===== src/design/uhfa_pkg.sv =====
package uhfa_pkg;

   // Register byte offsets, decoded from the low address bits only.
   localparam int unsigned ADDR_DEC_W = 12;
   localparam logic [11:0] OFS_EN_VIEW   = 12'h410;
   localparam logic [11:0] OFS_EN_CLEAR  = 12'h414;
   localparam logic [11:0] OFS_EN_SET    = 12'h418;
   localparam logic [11:0] OFS_FRAME     = 12'h420;
   localparam logic [11:0] OFS_ADDR_LOW  = 12'h424;
   localparam logic [11:0] OFS_ADDR_HIGH = 12'h428;
   localparam logic [11:0] OFS_STATUS    = 12'h430;
   localparam logic [11:0] OFS_MASK      = 12'h434;

   // Enable layout: global events, pipes and DMA channels.
   localparam logic [31:0] EN_BITS_MASK = 32'h7e007f7f;
   localparam logic [31:0] WORD_ZERO    = 32'h0000_0000;

   // Frame register layout.
   localparam int unsigned SOF_COUNT_LSB = 3;
   localparam int unsigned SOF_COUNT_W   = 11;
   localparam int unsigned FLEN_LSB = 16;
   localparam int unsigned FLEN_W   = 8;
   localparam int unsigned FCNT_W   = 14;

   // Pipe address layout.
   localparam int unsigned PIPES       = 7;
   localparam int unsigned PIPES_LOW   = 4;
   localparam int unsigned ADDR_W      = 7;
   localparam int unsigned ADDR_STRIDE = 8;

   // Sticky status bits of this block.
   localparam int unsigned STAT_W        = 2;
   localparam int unsigned STAT_SOF_BIT  = 0;
   localparam int unsigned STAT_WIPE_BIT = 1;

   // Bus encodings.
   localparam int unsigned HTRANS_ACT_BIT = 1;
   localparam logic [2:0]  HSIZE_WORD     = 3'h2;
   localparam logic        HRESP_OKAY     = 1'b0;

   // Timing: system clock, bit clock and frame period.
   localparam int unsigned CLK_HZ          = 50_000_000;
   localparam int unsigned BIT_HZ          = 12_000_000;
   localparam int unsigned FRAME_PERIOD_US = 1000;
   localparam int unsigned TICK_STEP       = BIT_HZ / 1_000_000;
   localparam int unsigned TICK_MOD        = CLK_HZ / 1_000_000;
   localparam int unsigned FRAME_LEN_DEF   = TICK_STEP * FRAME_PERIOD_US;
   localparam int unsigned ACC_W           = 6;

   typedef enum logic [1:0] {
      UHFA_IDLE    = 2'b00,
      UHFA_WRITE   = 2'b01,
      UHFA_RD_WAIT = 2'b11,
      UHFA_RD_DONE = 2'b10
   } uhfa_bus_state_type;

endpackage : uhfa_pkg


===== src/design/uhfa_regs.sv =====
// What this block does
// - A 1 in bits 0..6 of the enable-set port turns on the seven events.
// - A 1 in bit 8+X of the enable-set port turns on pipe X, X in 0..6.
// - A 1 in bit 24+X of the enable-set port turns on DMA channel X, X in 1..6.
// - Zeros written to set or clear ports change nothing; both read 0.
// - A 1 in an event bit of the enable-clear port turns that event off.
// - A 1 in the pipe X bit of the enable-clear port turns pipe X off.
// - A 1 in the DMA X bit of the enable-clear port turns channel X off.
// - The frame register shows the current frame number in bits 13:3.
// - A written frame number is loaded and numbering goes on from it.
// - Bits 23:16 of the frame register show the top of the length count.
// - The length counter runs at 12 MHz over 12000 counts, 1 ms a frame.
// - The low address register holds pipes 0..3 at byte lanes 0..3.
// - The high address register holds pipes 4..6; its top byte is zero.
// - A bus reset request clears every pipe address to zero.
// - The enables read back in the enable view register, same bits.
`timescale 1ns/1ps
module uhfa_regs
   import uhfa_pkg::*;
#(
   parameter int unsigned FRAME_LEN = FRAME_LEN_DEF
)(
   input  wire logic                          ref_clk_in,
   input  wire logic                          rst_in,
   input  wire logic                          hsel_in,
   input  wire logic [31:0]                   haddr_in,
   input  wire logic [1:0]                    htrans_in,
   input  wire logic                          hwrite_in,
   input  wire logic [2:0]                    hsize_in,
   input  wire logic [31:0]                   hwdata_in,
   input  wire logic                          hready_in,
   output logic      [31:0]                   hrdata_out,
   output logic                               hreadyout_out,
   output logic                               hresp_out,
   input  wire logic [31:0]                   irq_flags_in,
   input  wire logic                          usb_reset_req_in,
   output logic                               irq_out,
   output logic                               host_irq_req_out,
   output logic                               sof_pulse_out,
   output logic      [SOF_COUNT_W-1:0]             sof_count_out,
   output logic      [PIPES-1:0][ADDR_W-1:0]  pipe_dev_addr_out
);

   // Bus slave state.
   uhfa_bus_state_type    state_reg;
   uhfa_bus_state_type    state_next;
   logic [ADDR_DEC_W-1:0] addr_reg;
   logic [ADDR_DEC_W-1:0] addr_next;
   logic                  word_ok_reg;
   logic                  word_ok_next;
   logic [31:0]           hrdata_reg;
   logic [31:0]           hrdata_next;

   // Register state.
   logic [31:0]           en_reg;
   logic [31:0]           en_next;
   logic [STAT_W-1:0]     stat_reg;
   logic [STAT_W-1:0]     stat_next;
   logic [STAT_W-1:0]     mask_reg;
   logic [STAT_W-1:0]     mask_next;
   logic                  irq_reg;
   logic                  irq_next;
   logic                  req_reg;
   logic                  req_next;
   logic                  rst_req_prev_reg;
   logic                  rst_req_prev_next;

   // Decoded strobes and helpers.
   logic                  take;
   logic                  wr_fire;
   logic                  rd_latch;
   logic                  wr_set;
   logic                  wr_clr;
   logic                  wr_frame;
   logic                  wr_low;
   logic                  wr_high;
   logic                  wr_mask;
   logic                  rd_stat;
   logic                  wipe_evt;
   logic [31:0]           set_bits;
   logic [31:0]           clr_bits;
   logic [31:0]           rd_word;
   logic [FCNT_W-1:0]     flen;
   logic                  sof_pulse;
   logic [SOF_COUNT_W-1:0]     sof_count;
   logic [PIPES-1:0]      pipe_wr;
   logic [PIPES-1:0][ADDR_W-1:0] pipe_addr;

   // An address phase is taken only when the slave is selected, the
   // transfer is active and the previous transfer has completed.
   assign take = hsel_in & hready_in & htrans_in[HTRANS_ACT_BIT];

   // Bus sequencer. Writes complete with no wait state. Reads insert one
   // wait state so that the read word is sampled after any write that
   // ran in the cycle before; this keeps write-then-read coherent at the
   // cost of one cycle per read.
   always_comb begin
      state_next   = state_reg;
      addr_next    = addr_reg;
      word_ok_next = word_ok_reg;
      case (state_reg)
         UHFA_IDLE, UHFA_WRITE, UHFA_RD_DONE: begin
            if (take) begin
               addr_next    = haddr_in[ADDR_DEC_W-1:0];
               word_ok_next = (hsize_in == HSIZE_WORD);
               state_next   = hwrite_in ? UHFA_WRITE : UHFA_RD_WAIT;
            end else begin
               state_next = UHFA_IDLE;
            end
         end
         UHFA_RD_WAIT: begin
            state_next = UHFA_RD_DONE;
         end
         default: begin
            state_next = UHFA_IDLE;
         end
      endcase
   end

   always_ff @(posedge ref_clk_in or posedge rst_in) begin
      if (rst_in) begin
         state_reg   <= UHFA_IDLE;
         addr_reg    <= '0;
         word_ok_reg <= 1'b0;
      end else begin
         state_reg   <= state_next;
         addr_reg    <= addr_next;
         word_ok_reg <= word_ok_next;
      end
   end

   // Data-phase strobes. Narrow accesses are accepted but have no effect.
   always_comb begin
      wr_fire  = (state_reg == UHFA_WRITE) & word_ok_reg;
      rd_latch = (state_reg == UHFA_RD_WAIT);
      wr_set   = wr_fire & (addr_reg == OFS_EN_SET);
      wr_clr   = wr_fire & (addr_reg == OFS_EN_CLEAR);
      wr_frame = wr_fire & (addr_reg == OFS_FRAME);
      wr_low   = wr_fire & (addr_reg == OFS_ADDR_LOW);
      wr_high  = wr_fire & (addr_reg == OFS_ADDR_HIGH);
      wr_mask  = wr_fire & (addr_reg == OFS_MASK);
      rd_stat  = rd_latch & word_ok_reg & (addr_reg == OFS_STATUS);
   end

   // Enable bits. Ones in the set word set, ones in the clear word clear,
   // zeros leave the bit alone; bits outside the map are never stored.
   always_comb begin
      set_bits = wr_set ? (hwdata_in & EN_BITS_MASK) : WORD_ZERO;
      clr_bits = wr_clr ? (hwdata_in & EN_BITS_MASK) : WORD_ZERO;
      en_next  = (en_reg | set_bits) & ~clr_bits;
   end

   always_ff @(posedge ref_clk_in or posedge rst_in) begin
      if (rst_in) begin
         en_reg <= WORD_ZERO;
      end else begin
         en_reg <= en_next;
      end
   end

   // Frame generator: length counter, frame number and frame pulse.
   uhfa_frame_timer #(
      .FRAME_LEN     (FRAME_LEN)
   ) u_frame (
      .ref_clk_in    (ref_clk_in),
      .rst_in        (rst_in),
      .load_in       (wr_frame),
      .load_val_in   (hwdata_in[SOF_COUNT_LSB +: SOF_COUNT_W]),
      .sof_count_out (sof_count),
      .flen_out      (flen),
      .sof_pulse_out (sof_pulse)
   );

   // The wipe event is the rising edge of the reset request, so a long
   // request raises the status bit once while the addresses stay cleared.
   always_comb begin
      rst_req_prev_next = usb_reset_req_in;
      wipe_evt          = usb_reset_req_in & ~rst_req_prev_reg;
   end

   // Pipe address write enables: pipes 0..3 live in the low word.
   always_comb begin
      for (int i = 0; i < PIPES; i++) begin
         pipe_wr[i] = (i < PIPES_LOW) ? wr_low : wr_high;
      end
   end

   // One address field per pipe, each on its own byte lane.
   generate
      for (genvar g = 0; g < PIPES; g++) begin : g_pipe
         localparam int unsigned LANE = (g % PIPES_LOW) * ADDR_STRIDE;
         uhfa_addr_field u_field (
            .ref_clk_in (ref_clk_in),
            .rst_in     (rst_in),
            .wr_en_in   (pipe_wr[g]),
            .wr_data_in (hwdata_in[LANE +: ADDR_W]),
            .wipe_in    (usb_reset_req_in),
            .addr_out   (pipe_addr[g])
         );
      end
   endgenerate

   // Sticky status with read-to-clear. An event in the same cycle as the
   // clearing read survives, so no frame or wipe is ever missed.
   always_comb begin
      stat_next = stat_reg;
      if (rd_stat) begin
         stat_next = '0;
      end
      if (sof_pulse) begin
         stat_next[STAT_SOF_BIT] = 1'b1;
      end
      if (wipe_evt) begin
         stat_next[STAT_WIPE_BIT] = 1'b1;
      end
      mask_next = wr_mask ? hwdata_in[STAT_W-1:0] : mask_reg;
      irq_next  = |(stat_next & mask_next);
      req_next  = |(irq_flags_in & en_next & EN_BITS_MASK);
   end

   always_ff @(posedge ref_clk_in or posedge rst_in) begin
      if (rst_in) begin
         stat_reg         <= '0;
         mask_reg         <= '0;
         irq_reg          <= 1'b0;
         req_reg          <= 1'b0;
         rst_req_prev_reg <= 1'b0;
      end else begin
         stat_reg         <= stat_next;
         mask_reg         <= mask_next;
         irq_reg          <= irq_next;
         req_reg          <= req_next;
         rst_req_prev_reg <= rst_req_prev_next;
      end
   end

   // Read multiplexer. Unmapped offsets and narrow reads return zero.
   always_comb begin
      rd_word = WORD_ZERO;
      case (addr_reg)
         OFS_EN_VIEW: begin
            rd_word = en_reg;
         end
         OFS_EN_SET, OFS_EN_CLEAR: begin
            rd_word = WORD_ZERO;
         end
         OFS_FRAME: begin
            rd_word[SOF_COUNT_LSB +: SOF_COUNT_W] = sof_count;
            rd_word[FLEN_LSB +: FLEN_W] = flen[FCNT_W-1 -: FLEN_W];
         end
         OFS_ADDR_LOW: begin
            for (int i = 0; i < PIPES_LOW; i++) begin
               rd_word[i*ADDR_STRIDE +: ADDR_W] = pipe_addr[i];
            end
         end
         OFS_ADDR_HIGH: begin
            for (int i = PIPES_LOW; i < PIPES; i++) begin
               rd_word[(i-PIPES_LOW)*ADDR_STRIDE +: ADDR_W] =
                  pipe_addr[i];
            end
         end
         OFS_STATUS: begin
            rd_word[STAT_W-1:0] = stat_reg;
         end
         OFS_MASK: begin
            rd_word[STAT_W-1:0] = mask_reg;
         end
         default: begin
            rd_word = WORD_ZERO;
         end
      endcase
      if (!word_ok_reg) begin
         rd_word = WORD_ZERO;
      end
   end

   // The read word is captured in the wait state and then held.
   always_comb begin
      hrdata_next = rd_latch ? rd_word : hrdata_reg;
   end

   always_ff @(posedge ref_clk_in or posedge rst_in) begin
      if (rst_in) begin
         hrdata_reg <= WORD_ZERO;
      end else begin
         hrdata_reg <= hrdata_next;
      end
   end

   // Bus answer: stall only during a read wait state, always OKAY.
   assign hrdata_out    = hrdata_reg;
   assign hreadyout_out = (state_reg != UHFA_RD_WAIT);
   assign hresp_out     = HRESP_OKAY;

   // Outputs toward the rest of the controller.
   assign irq_out           = irq_reg;
   assign host_irq_req_out  = req_reg;
   assign sof_pulse_out     = sof_pulse;
   assign sof_count_out     = sof_count;
   assign pipe_dev_addr_out = pipe_addr;

endmodule : uhfa_regs


===== src/design/uhfa_addr_field.sv =====
`timescale 1ns/1ps
module uhfa_addr_field
   import uhfa_pkg::*;
(
   input  wire logic              ref_clk_in,
   input  wire logic              rst_in,
   input  wire logic              wr_en_in,
   input  wire logic [ADDR_W-1:0] wr_data_in,
   input  wire logic              wipe_in,
   output logic      [ADDR_W-1:0] addr_out
);

   logic [ADDR_W-1:0] addr_reg;
   logic [ADDR_W-1:0] addr_next;

   // A bus reset request beats a write in the same cycle.
   always_comb begin
      addr_next = addr_reg;
      if (wipe_in) begin
         addr_next = '0;
      end else if (wr_en_in) begin
         addr_next = wr_data_in;
      end
   end

   always_ff @(posedge ref_clk_in or posedge rst_in) begin
      if (rst_in) begin
         addr_reg <= '0;
      end else begin
         addr_reg <= addr_next;
      end
   end

   assign addr_out = addr_reg;

endmodule : uhfa_addr_field


===== src/design/uhfa_frame_timer.sv =====
`timescale 1ns/1ps
module uhfa_frame_timer
   import uhfa_pkg::*;
#(
   parameter int unsigned FRAME_LEN = FRAME_LEN_DEF
)(
   input  wire logic              ref_clk_in,
   input  wire logic              rst_in,
   input  wire logic              load_in,
   input  wire logic [SOF_COUNT_W-1:0] load_val_in,
   output logic      [SOF_COUNT_W-1:0] sof_count_out,
   output logic      [FCNT_W-1:0] flen_out,
   output logic                   sof_pulse_out
);

   localparam logic [FCNT_W-1:0] FLEN_LAST = FCNT_W'(FRAME_LEN - 1);
   localparam logic [ACC_W-1:0]  ACC_STEP  = ACC_W'(TICK_STEP);
   localparam logic [ACC_W-1:0]  ACC_WRAP  = ACC_W'(TICK_MOD - TICK_STEP);
   localparam logic [ACC_W-1:0]  ACC_MODV  = ACC_W'(TICK_MOD);

   logic [ACC_W-1:0]  acc_reg, acc_next;
   logic [FCNT_W-1:0] flen_reg, flen_next;
   logic [SOF_COUNT_W-1:0] sof_count_reg, sof_count_next;
   logic              sof_reg, sof_next;
   logic              tick;

   // A phase accumulator makes an exact 12 MHz average tick from the
   // 50 MHz clock; the jitter is one clock, far inside a frame.
   always_comb begin
      tick      = (acc_reg >= ACC_WRAP);
      acc_next  = tick ? (acc_reg - ACC_WRAP) : (acc_reg + ACC_STEP);
      flen_next = flen_reg;
      sof_count_next = sof_count_reg;
      sof_next  = 1'b0;
      if (tick) begin
         if (flen_reg == FLEN_LAST) begin
            flen_next = '0;
            sof_count_next = sof_count_reg + 1'b1;
            sof_next  = 1'b1;
         end else begin
            flen_next = flen_reg + 1'b1;
         end
      end
      // A software write wins over a frame boundary in the same cycle.
      if (load_in) begin
         sof_count_next = load_val_in;
      end
      if (acc_next >= ACC_MODV) begin
         acc_next = '0;
      end
   end

   always_ff @(posedge ref_clk_in or posedge rst_in) begin
      if (rst_in) begin
         acc_reg  <= '0;
         flen_reg <= '0;
         sof_count_reg <= '0;
         sof_reg  <= 1'b0;
      end else begin
         acc_reg  <= acc_next;
         flen_reg <= flen_next;
         sof_count_reg <= sof_count_next;
         sof_reg  <= sof_next;
      end
   end

   assign sof_count_out = sof_count_reg;
   assign flen_out      = flen_reg;
   assign sof_pulse_out = sof_reg;

endmodule : uhfa_frame_timer


===== config.mk =====
export PLATFORM = sky130hd
export DESIGN_NAME = uhfa_regs
export DESIGN_NICKNAME = d
export VERILOG_FILES = /design/src/design/uhfa_pkg.sv /design/src/design/uhfa_regs.sv /design/src/design/uhfa_addr_field.sv /design/src/design/uhfa_frame_timer.sv
export SDC_FILE = /design/constraint.sdc
export NUM_CORES = 1
export LEC_CHECK = 0
export BUFFER_PORTS_ARGS = -buffer_cell sky130_fd_sc_hd__clkbuf_2
export CELL_PAD_IN_SITES_DETAIL_PLACEMENT = 1
export CELL_PAD_IN_SITES_GLOBAL_PLACEMENT = 1
export CORE_MARGIN = 10
export CORE_UTILIZATION = 42
export DETAILED_ROUTE_END_ITERATION = 16
export PLACE_DENSITY = 0.86
export SKIP_LAST_GASP = 1
export SLEW_MARGIN = 20
export SYNTH_ARGS = -nofsm -noshare
export SYNTH_HDL_FRONTEND = slang
export SYNTH_SLANG_ARGS = --single-unit

===== constraint.sdc =====
create_clock -name ref_clk_in -period 9.2 [get_ports ref_clk_in]
set_input_delay 0.92 -clock ref_clk_in [delete_from_list [all_inputs] [get_ports ref_clk_in]]
set_output_delay 0.92 -clock ref_clk_in [all_outputs]
set_load 0.01 [all_outputs]

==> impl_metrics.csv, run 1 <==
group,metric,value,unit
outcome,outcome,"complete, no violations",
clock_network,cts_buffers,17,
synth,synth_ff_type,"sky130_fd_sc_hd__dfrtp_1",
sta,post-route-min-period,3260,ps
layout,layout.nets,1013,
layout,multi_input_area,3220,um2
synth,async_reset_ff_share,100,%
synth,ys_ff_latch,152,
clock_network,cts.path.max_buffers,2,
setup_path,setup.worst_path.start,"addr_reg[1]",
setup_path,setup.worst_path.end,"hrdata_out[4]",
clock_network,htree_num_levels,4,
layout,fillerInstances,1948,
floorplan,die_x,151,um
route,viasPerCell,5.95,
route,detailed_route_iter0_violations,594,
setup_path,critical_path.max_fanout,21,
sta,grt_setup_unrepaired,"no",
synth,post_synth_most_frequent_cells,"152 x sky130_fd_sc_hd__dfrtp_1, 149 x sky130_fd_sc_hd__nand2_1, 90 x sky130_fd_sc_hd__a21oi_1, 43 x sky130_fd_sc_hd__clkbuf_1, 35 x sky130_fd_sc_hd__o21ai_0",
route,dr_total_vias,6746,
run,drv.max_cap_violation_count,0,
synth,synthesis.area_per_instance,9.65,um2
sta,report.final.hold_viol_count,0,
sta,max-slew-margin-rel,28.6,%
synth,synth_area_leader_cell,"sky130_fd_sc_hd__dfrtp_1",
pwr,power.ir.vdd_worst,123,uV
global_routing,first_pass_grt_wire_length,41200,um
clock_network,cts_hold_buf,0,
route,postRouteWirelength,26400,um
layout,drive_above_1_share,25.7,%
layout,synthToLayoutAreaGrowth,22.5,%
global_routing,grt_overflow_total,0,
clock_network,cts_tree,"done",
clock_network,cts_setup_buffers,0,
pwr,static-leakage-power,4.03,nW
clock_network,clock_sink_count,152,
global_routing,first_global_vias,7320,
pwr,pwr_density_cell,169,nW/um2
synth,yosys.area.top_type_share,52.5,%
sta,clock-skew-final,9.05,ps
layout,total_area_of_sequential_cells,3800,um2
clock_network,clkTransAtPathRegs,60,ps
synth,synth_cell_types,57,
route,detail_route.drc_violations,0,
floorplan,die_h,151,um
setup_path,required,9530,ps
sta,finalSetupViolations,0,
setup_path,worst-endpoint-arrival,3590,ps
global_routing,global_route.usage.total,23.1,%
synth,top_cells_by_area_synth,"sky130_fd_sc_hd__dfrtp_1 53%, sky130_fd_sc_hd__nand2_1 7.7%, sky130_fd_sc_hd__a21oi_1 6.2%, sky130_fd_sc_hd__mux2_2 2.5%, sky130_fd_sc_hd__o21ai_0 2.4%",
sta,worst_slew_pin_slew,1070,ps
layout,largest_register_ff_count,49,
clock_network,postCtsResizedCells,0,
floorplan,row_count,47,
global_routing,initial_antenna_violation_count,0,
clock_network,worstSkewPairLatency,430,ps
setup_path,critical_path.reg2reg.startpoint,"addr_reg[1]",
setup_path,rr_endpoint,"hrdata_out[4]",
setup_path,timing.setup.critical_path_class,"reg2reg",
synth,synth_instances,751,
synth,synth-edff-count,0,
floorplan,start_util,43.2,%
route,detail_route.wl_per_cell,23.3,um
synth,yosys.cell_count.top_type,"sky130_fd_sc_hd__dfrtp_1",
hold_path,worstHoldPathType,"reg2reg",
place,globalplace.congestion,0.816,
synth,netlist_area,7240,um2
floorplan,dieArea,22900,um2
setup_path,cp-start-kind,"flop",
synth,yosysWarningCount,0,
synth,synth_sequential_area_ratio,52.5,%
sta,slew_viol_final,0,
place,port-buffer-count,164,
layout,antenna-diode-count,0,
setup_path,reg2reg_depth,6,
sta,smallest_hold_slack,482,ps
route,antenna_left,0,
route,pre_antenna_drt_iters,7,
sta,final_total_negative_setup_slack,0,ps
setup_path,reg2reg_slack,5940,ps
setup_path,critical_path.endpoint_type,"flop",
floorplan,top_level_ports,204,
floorplan,design.core.area,16800,um2
sta,fmax,0.307,GHz
hold_path,worstHoldStart,"hrdata_out[26]",
clock_network,cts-root-buf,"sky130_fd_sc_hd__clkbuf_16",
sta,finalCritPeriodShare,35.4,%
place,dp_hpwl,18400,um
global_routing,largest_net_degree_at_the_start_of_global_routing,80,
[metrics by stage]
step           power (mW)  area, um2  worst slack [ps]  util, %  cells
5_1_grt              1.55       8870              5670     52.9   1134
2_1_floorplan       0.763       7250              4190        -    753
3_5_place_dp        0.812       8290              5940     49.5   1102
4_1_cts              1.50       8870              5890     52.9   1134
3_3_place_gp        0.808       8290              6000     49.5   1102
6_report             1.50       8870              5940     52.9   1134
[worst max-delay path, cell delays in order (launching register included)]
cell and delay [ps]:
sky130_fd_sc_hd__dfrtp_1 400, sky130_fd_sc_hd__or4_1 710, sky130_fd_sc_hd__nor4_1 320, sky130_fd_sc_hd__and2_1 780, sky130_fd_sc_hd__o31ai_1 300, sky130_fd_sc_hd__a21boi_1 340, sky130_fd_sc_hd__o21ai_0 310
[per-layer routing]
metal  wire length (um)  track usage, %  up-vias  share of wire (%)
met4                624            8.18        0                2.4
li1                   -               -     3029                  -
met2              13100            39.3      241                 50
met3               1860            4.71       38                7.0
met5                  0               0        -                  0
met1              10800            28.3     3438                 41
[cells in the final DEF (no fill, tap or decap), drive strengths merged, types with 13 or more instances in the layout]
cell type / synthesis / layout
clkbuf: 43 / 184
dfrtp: 152 / 152
nand2: 149 / 149
a21oi: 90 / 90
o21ai: 38 / 38
nor2: 29 / 29
nand4: 18 / 18
mux2: 16 / 16
buf: 7 / 15
inv: 15 / 15
a22o: 13 / 13
[how the worst min path moves through the flow]
stage	endpoint	slack, ps	cells after the start
detailed placement	hrdata_out[26]	470	2
global route	hrdata_out[26]	520	2
CTS	hrdata_out[26]	490	2
floorplan	u_frame.flen_out[4]	460	1
global placement	hrdata_out[30]	460	2
finish	hrdata_out[26]	480	2
[layout make-up]
class                   count  area share [%]
repair buffers            179            10.5
inverters                  15           0.691
multi-input cells         536            36.3
clock inverters            12            1.42
flip-flops and latches    152            42.9
well taps                 220            3.10
clock buffers              20            5.15
[power by group]
| group | switching (mW) | total, mW | internal [mW] |
|---|---|---|---|
| sequential | 0.0239 | 0.707 | 0.683 |
| clock | 0.283 | 0.695 | 0.411 |
| combinational | 0.0595 | 0.0952 | 0.0357 |
[kinds of logic after synthesis]
group | synth area share, %
AO/OA/AOI/OAI | 18.9
XOR/XNOR | 2.54
adder cells (fa/ha/maj) | 0.864
buffers and inverters | 3.56
flip-flops | 52.5
multiplexers | 2.76
other | 0.0518
AND/OR/NAND/NOR | 18.8
Note: power is estimated with default switching activity, not from simulation.
==> run 2, diff against run 1 <==
--- a/config.mk
+++ b/config.mk
@@ -9,9 +9,9 @@
 export CELL_PAD_IN_SITES_DETAIL_PLACEMENT = 1
 export CELL_PAD_IN_SITES_GLOBAL_PLACEMENT = 1
 export CORE_MARGIN = 10
-export CORE_UTILIZATION = 42
+export CORE_UTILIZATION = 36
 export DETAILED_ROUTE_END_ITERATION = 16
-export PLACE_DENSITY = 0.86
+export PLACE_DENSITY = 0.78
 export SKIP_LAST_GASP = 1
 export SLEW_MARGIN = 20
 export SYNTH_ARGS = -nofsm -noshare
==> constraint.sdc (replaced) <==
create_clock -name ref_clk_in -period 2.8 [get_ports ref_clk_in]
set_input_delay 0.28 -clock ref_clk_in [delete_from_list [all_inputs] [get_ports ref_clk_in]]
set_output_delay 0.28 -clock ref_clk_in [all_outputs]
set_load 0.01 [all_outputs]
==> run 2 against run 1 <==
First-iteration DRC count is 28% lower. Clock power rose to 3.6 times the previous value. Hold slack worse by 460 ps. Power rose to 3.5 times the previous value. Sequential share of layout area fell by 2.1 points. Combinational power grew to 4.1 times the previous value. Global-route usage decreased by 3.0 points. Final area rose by 5.1%. Critical endpoint is now host_irq_req_out. Largest power group is now clock.
==> impl_metrics.csv, run 2 (synthesis gave the netlist of run 1 again) <==
group,metric,value,unit
sta,slew_viol_final,0,
layout,most-common-layout-cells,"164 x sky130_fd_sc_hd__clkbuf_2, 152 x sky130_fd_sc_hd__dfrtp_1, 149 x sky130_fd_sc_hd__nand2_1, 90 x sky130_fd_sc_hd__a21oi_1, 44 x sky130_fd_sc_hd__buf_4",
place,dp_hpwl,19400,um
sta,post-route-min-period,2670,ps
place,place_worst_setup_slack,70.0,ps
layout,antenna-diode-count,0,
setup_path,required,3100,ps
layout,final_area,9330,um2
sta,finalCritPeriodShare,95.5,%
sta,max-slew-margin-rel,44.8,%
setup_path,critical_path.reg2reg.startpoint,"addr_reg[1]",
layout,final_cells,1213,
sta,worst_slew_pin_slew,821,ps
route,detailed_route_iter0_violations,427,
layout,most_frequent_standard_cell_in_the_layout_excluding_fill_and_tap_cells,"sky130_fd_sc_hd__clkbuf_2",
sta,clock-skew-final,14.1,ps
sta,fmax,0.374,GHz
place,port-buffer-count,164,
run,drv.max_cap_violation_count,0,
layout,multi_input_area,3270,um2
outcome,outcome,"complete, no violations",
clock_network,clkTransAtPathRegs,70,ps
global_routing,grt_overflow_total,0,
route,detail_route.drc_violations,0,
global_routing,largest_net_degree_at_the_start_of_global_routing,49,
global_routing,global_route.usage.total,20.1,%
clock_network,htree_num_levels,4,
floorplan,row_count,51,
setup_path,timing.setup.critical_path_class,"reg2reg",
global_routing,first_pass_grt_wire_length,41800,um
layout,total_area_of_sequential_cells,3800,um2
floorplan,dieArea,26200,um2
setup_path,critical_path.endpoint_type,"flop",
pwr,static-leakage-power,4.26,nW
hold_path,worstHoldStart,"hwrite_in",
pwr,pwr_density_cell,558,nW/um2
global_routing,first_global_vias,7263,
sta,postLayoutSetupSlackWorst,125,ps
setup_path,worst-endpoint-arrival,2980,ps
floorplan,die_x,162,um
setup_path,cp-start-kind,"flop",
sta,finalSetupViolations,0,
clock_network,cts.path.max_buffers,2,
route,postRouteWirelength,26900,um
hold_path,worstHoldPathType,"in2reg",
layout,synthToLayoutAreaGrowth,28.7,%
global_routing,initial_antenna_violation_count,0,
clock_network,worstSkewPairLatency,440,ps
clock_network,cts_setup_buffers,0,
setup_path,setup.worst_path.start,"addr_reg[1]",
clock_network,cts_buffers,17,
route,viasPerCell,5.64,
place,number_of_cells_in_the_design_after_placement,1179,
route,detail_route.wl_per_cell,22.2,um
layout,layout.nets,1047,
sta,final_total_negative_setup_slack,0,ps
layout,largest_register_ff_count,49,
route,dr_total_vias,6839,
clock_network,clock_sink_count,152,
floorplan,top_level_ports,204,
clock_network,cts_tree,"done",
layout,fillerInstances,2305,
floorplan,start_util,36.9,%
route,pre_antenna_drt_iters,5,
clock_network,cts-root-buf,"sky130_fd_sc_hd__clkbuf_16",
floorplan,die_h,162,um
pwr,power.ir.vdd_worst,432,uV
layout,drive_above_1_share,28.8,%
sta,smallest_hold_slack,22.6,ps
sta,report.final.hold_viol_count,0,
floorplan,design.core.area,19700,um2
route,antenna_left,0,
place,placed_cell_area,8620,um2
setup_path,critical_path.max_fanout,6,
place,globalplace.congestion,0.848,
==> run 2: routing by layer <==
layer / part of all wire, % / track usage (%) / routed length (um) / up-vias
li1: - / - / - / 3100
met5: 0 / 0 / 0 / -
met4: 1.6 / 5.91 / 435 / 0
met3: 7.3 / 6.07 / 1980 / 35
met2: 49 / 33.8 / 13200 / 243
met1: 42 / 24.3 / 11300 / 3461
==> run 2: layout make-up <==
cell class,count,share of cell area (%)
clock buffer,18,4.71
tap,265,3.56
sequential,152,40.8
inverter,15,0.644
multi-input combinational,536,35.0
clock inverter,14,2.09
timing repair buffer,213,13.2
==> run 2: metrics by stage <==
step,power (mW),util (%)
after floorplan,2.51,-
after global placement,2.70,43.9
after detailed placement,2.71,43.9
after CTS,5.22,47.3
after global routing,5.37,47.5
final,5.20,47.5
==> run 2: final timing paths <==
path | endpoint | slack [ps] | depth (start not counted)
setup / recovery | host_irq_req_out | 130 | 7
hold / removal | state_reg[1] | 20 | 2
setup reg to reg | host_irq_req_out | 130 | 7
hold reg to reg | hrdata_out[25] | 480 | 2
max in group asynchronous | hrdata_out[12] | 1440 | 4
min in group asynchronous | state_reg[1] | 520 | 3
==> run 2: worst max-delay path: stages, from the launching register on <==
cell,delay [ps]
sky130_fd_sc_hd__dfrtp_1,410
sky130_fd_sc_hd__or4_4,620
sky130_fd_sc_hd__buf_4,180
sky130_fd_sc_hd__nor2_1,370
sky130_fd_sc_hd__a31oi_1,190
sky130_fd_sc_hd__a22o_1,300
sky130_fd_sc_hd__a2111oi_4,330
sky130_fd_sc_hd__nand4_1,140
==> run 2: timing repair <==
item / in CTS / in global routing
cloned: 0 / 0
endpoints found under the hold margin: 26 / 0
pin swaps: 0 / 1
endpoints found under the setup margin: 1 / 4
resized for setup: 2 / 5
hold buffers: 2 / 0
==> run 2: where the power goes <==
part           switching (mW)  internal (mW)  total (mW)
logic                   0.231          0.161       0.391
clock network           0.987           1.52        2.51
registers              0.0558           2.24        2.30
==> run 3, diff against run 2 <==
--- a/config.mk
+++ b/config.mk
@@ -9,11 +9,10 @@
 export CELL_PAD_IN_SITES_DETAIL_PLACEMENT = 1
 export CELL_PAD_IN_SITES_GLOBAL_PLACEMENT = 1
 export CORE_MARGIN = 10
-export CORE_UTILIZATION = 36
+export CORE_UTILIZATION = 39
 export DETAILED_ROUTE_END_ITERATION = 16
-export PLACE_DENSITY = 0.78
+export PLACE_DENSITY = 0.8
 export SKIP_LAST_GASP = 1
-export SLEW_MARGIN = 20
 export SYNTH_ARGS = -nofsm -noshare
 export SYNTH_HDL_FRONTEND = slang
 export SYNTH_SLANG_ARGS = --single-unit
==> constraint.sdc (replaced) <==
create_clock -name ref_clk_in -period 3.05 [get_ports ref_clk_in]
set_input_delay 0.305 -clock ref_clk_in [delete_from_list [all_inputs] [get_ports ref_clk_in]]
set_output_delay 0.305 -clock ref_clk_in [all_outputs]
set_load 0.01 [all_outputs]
==> run 3 against run 2 <==
Fmax down 7.1%. Final area decreased by 3.0%. First-iteration DRC count rose by 22%. Via count is 0.42% lower. Non-clock buffer count fell by 20. Combinational power decreased by 25%. Register-to-register slack better by 50 ps. Critical endpoint unchanged. Largest cell class unchanged. Largest power group unchanged.
==> impl_metrics.csv, run 3 (synthesis gave the netlist of run 1 again) <==
group,metric,value,unit
global_routing,first_pass_grt_wire_length,42000,um
place,port-buffer-count,164,
floorplan,start_util,39.9,%
setup_path,worst_path_max_delay_cell,"sky130_fd_sc_hd__or4_1",
sta,post-route-min-period,2880,ps
setup_path,cpPeakStageDelay,700,ps
route,detailed_route_iter0_violations,523,
sta,finalSetupViolations,0,
setup_path,worst-endpoint-arrival,3170,ps
layout,drive_above_1_share,26.6,%
sta,grt_setup_unrepaired,"no",
pwr,static-leakage-power,4.13,nW
sta,max-slew-margin-rel,37.3,%
layout,fillerInstances,2123,
floorplan,dieArea,24400,um2
clock_network,clkTransAtPathRegs,60,ps
setup_path,cp-start-kind,"flop",
place,globalplace.congestion,0.857,
place,dp_hpwl,19200,um
place,place_worst_setup_slack,256,ps
layout,synthToLayoutAreaGrowth,24.8,%
run,drv.max_cap_violation_count,0,
global_routing,global_route.usage.total,21.9,%
clock_network,cts_tree,"done",
sta,report.final.hold_viol_count,0,
sta,final_total_negative_setup_slack,0,ps
layout,most_frequent_standard_cell_in_the_layout_excluding_fill_and_tap_cells,"sky130_fd_sc_hd__clkbuf_2",
setup_path,critical-path-top-cell-by-count,"sky130_fd_sc_hd__or4_1",
layout,most-common-layout-cells,"164 x sky130_fd_sc_hd__clkbuf_2, 152 x sky130_fd_sc_hd__dfrtp_1, 149 x sky130_fd_sc_hd__nand2_1, 90 x sky130_fd_sc_hd__a21oi_1, 35 x sky130_fd_sc_hd__o21ai_0",
sta,postLayoutSetupSlackWorst,171,ps
route,antenna_left,0,
sta,clock-skew-final,7.03,ps
layout,final_cells,1157,
outcome,outcome,"complete, no violations",
route,detail_route.wl_per_cell,23.0,um
floorplan,die_h,156,um
pwr,pwr_density_cell,505,nW/um2
floorplan,design.core.area,18100,um2
global_routing,initial_antenna_violation_count,0,
layout,antenna-diode-count,0,
global_routing,first_global_vias,7437,
pwr,power.ir.vdd_worst,463,uV
place,number_of_cells_in_the_design_after_placement,1124,
sta,worst_slew_pin_slew,932,ps
route,pre_antenna_drt_iters,5,
route,dr_total_vias,6810,
route,postRouteWirelength,26600,um
setup_path,critical_path.endpoint_type,"flop",
clock_network,worstSkewPairLatency,430,ps
sta,finalCritPeriodShare,94.4,%
layout,largest_register_ff_count,49,
clock_network,clock_sink_count,152,
sta,smallest_hold_slack,59.5,ps
setup_path,critical_path.max_fanout,8,
layout,layout.nets,1027,
floorplan,die_x,156,um
setup_path,required,3340,ps
floorplan,top_level_ports,204,
clock_network,cts-root-buf,"sky130_fd_sc_hd__clkbuf_16",
global_routing,grt_overflow_total,0,
setup_path,timing.setup.critical_path_class,"reg2reg",
floorplan,row_count,49,
clock_network,htree_num_levels,4,
route,detail_route.drc_violations,0,
sta,fmax,0.347,GHz
sta,slew_viol_final,0,
setup_path,cp_cell_sequence,"or4_1, o41ai_2, a21oi_1, or4_1, a2111oi_2, nand4_1",
global_routing,largest_net_degree_at_the_start_of_global_routing,102,
hold_path,worstHoldPathType,"in2reg",
clock_network,cts_buffers,17,
clock_network,cts.path.max_buffers,2,
route,viasPerCell,5.89,
run 3: metrics by stage:
step	total power, mW	area [um2]	utilization (%)
6_report	4.56	9040	49.8
5_1_grt	4.72	9040	49.8
4_1_cts	4.59	9040	49.8
3_5_place_dp	2.45	8430	46.5
3_3_place_gp	2.44	8430	46.5
2_1_floorplan	2.30	7260	-
run 3: timing repair:
action                                  CTS  global route
buffers inserted                          0             0
endpoints found under the hold margin    24             0
endpoints found under the setup margin    0             1
resized for setup                         0             1
hold buffers                              1             0
run 3: final timing paths:
| path | end | slack, ps | cells after the start | start |
|---|---|---|---|---|
| setup / recovery | host_irq_req_out | 170 | 6 | addr_reg[1] |
| hold / removal | state_reg[1] | 60 | 2 | hwrite_in |
| setup reg to reg | host_irq_req_out | 170 | 6 | addr_reg[1] |
| hold reg to reg | hrdata_out[12] | 480 | 2 | hrdata_out[12] |
| max in group asynchronous | g_pipe[0].u_field.addr_out[4] | 1630 | 4 | rst_in |
| min in group asynchronous | hrdata_out[1] | 490 | 3 | rst_in |
run 3: report_power, final:
part           switching, mW  internal (mW)  total [mW]
clock network          0.830           1.31        2.14
logic                  0.181          0.113       0.294
registers             0.0683           2.06        2.13
run 3: critical path, delay by kind of cell, from the launching register on:
family | cells | cell delay, ps
AOI/OAI and AO/OA | 3 | 950
and+or+nand+nor | 3 | 1400
DFF | 1 | 390
run 3: layout make-up:
class / instances / area, um2 / share of cell area [%]
Clock inverter: 7 / 90.1 / 0.996
Tap cell: 229 / 287 / 3.17
Timing Repair Buffer: 193 / 1080 / 11.9
Multi-Input combinational cell: 536 / 3220 / 35.6
Inverter: 15 / 60.1 / 0.664
Sequential cell: 152 / 3800 / 42.1
Clock buffer: 25 / 505 / 5.59
run 3: metal layers:
metal | vias to the layer above | GRT usage [%] | wire length [um]
li1 | 3058 | - | -
met1 | 3440 | 26.2 | 10900
met2 | 263 | 36.8 | 13000
met3 | 49 | 6.00 | 1990
met4 | 0 | 8.72 | 704
met5 | - | 0 | 0
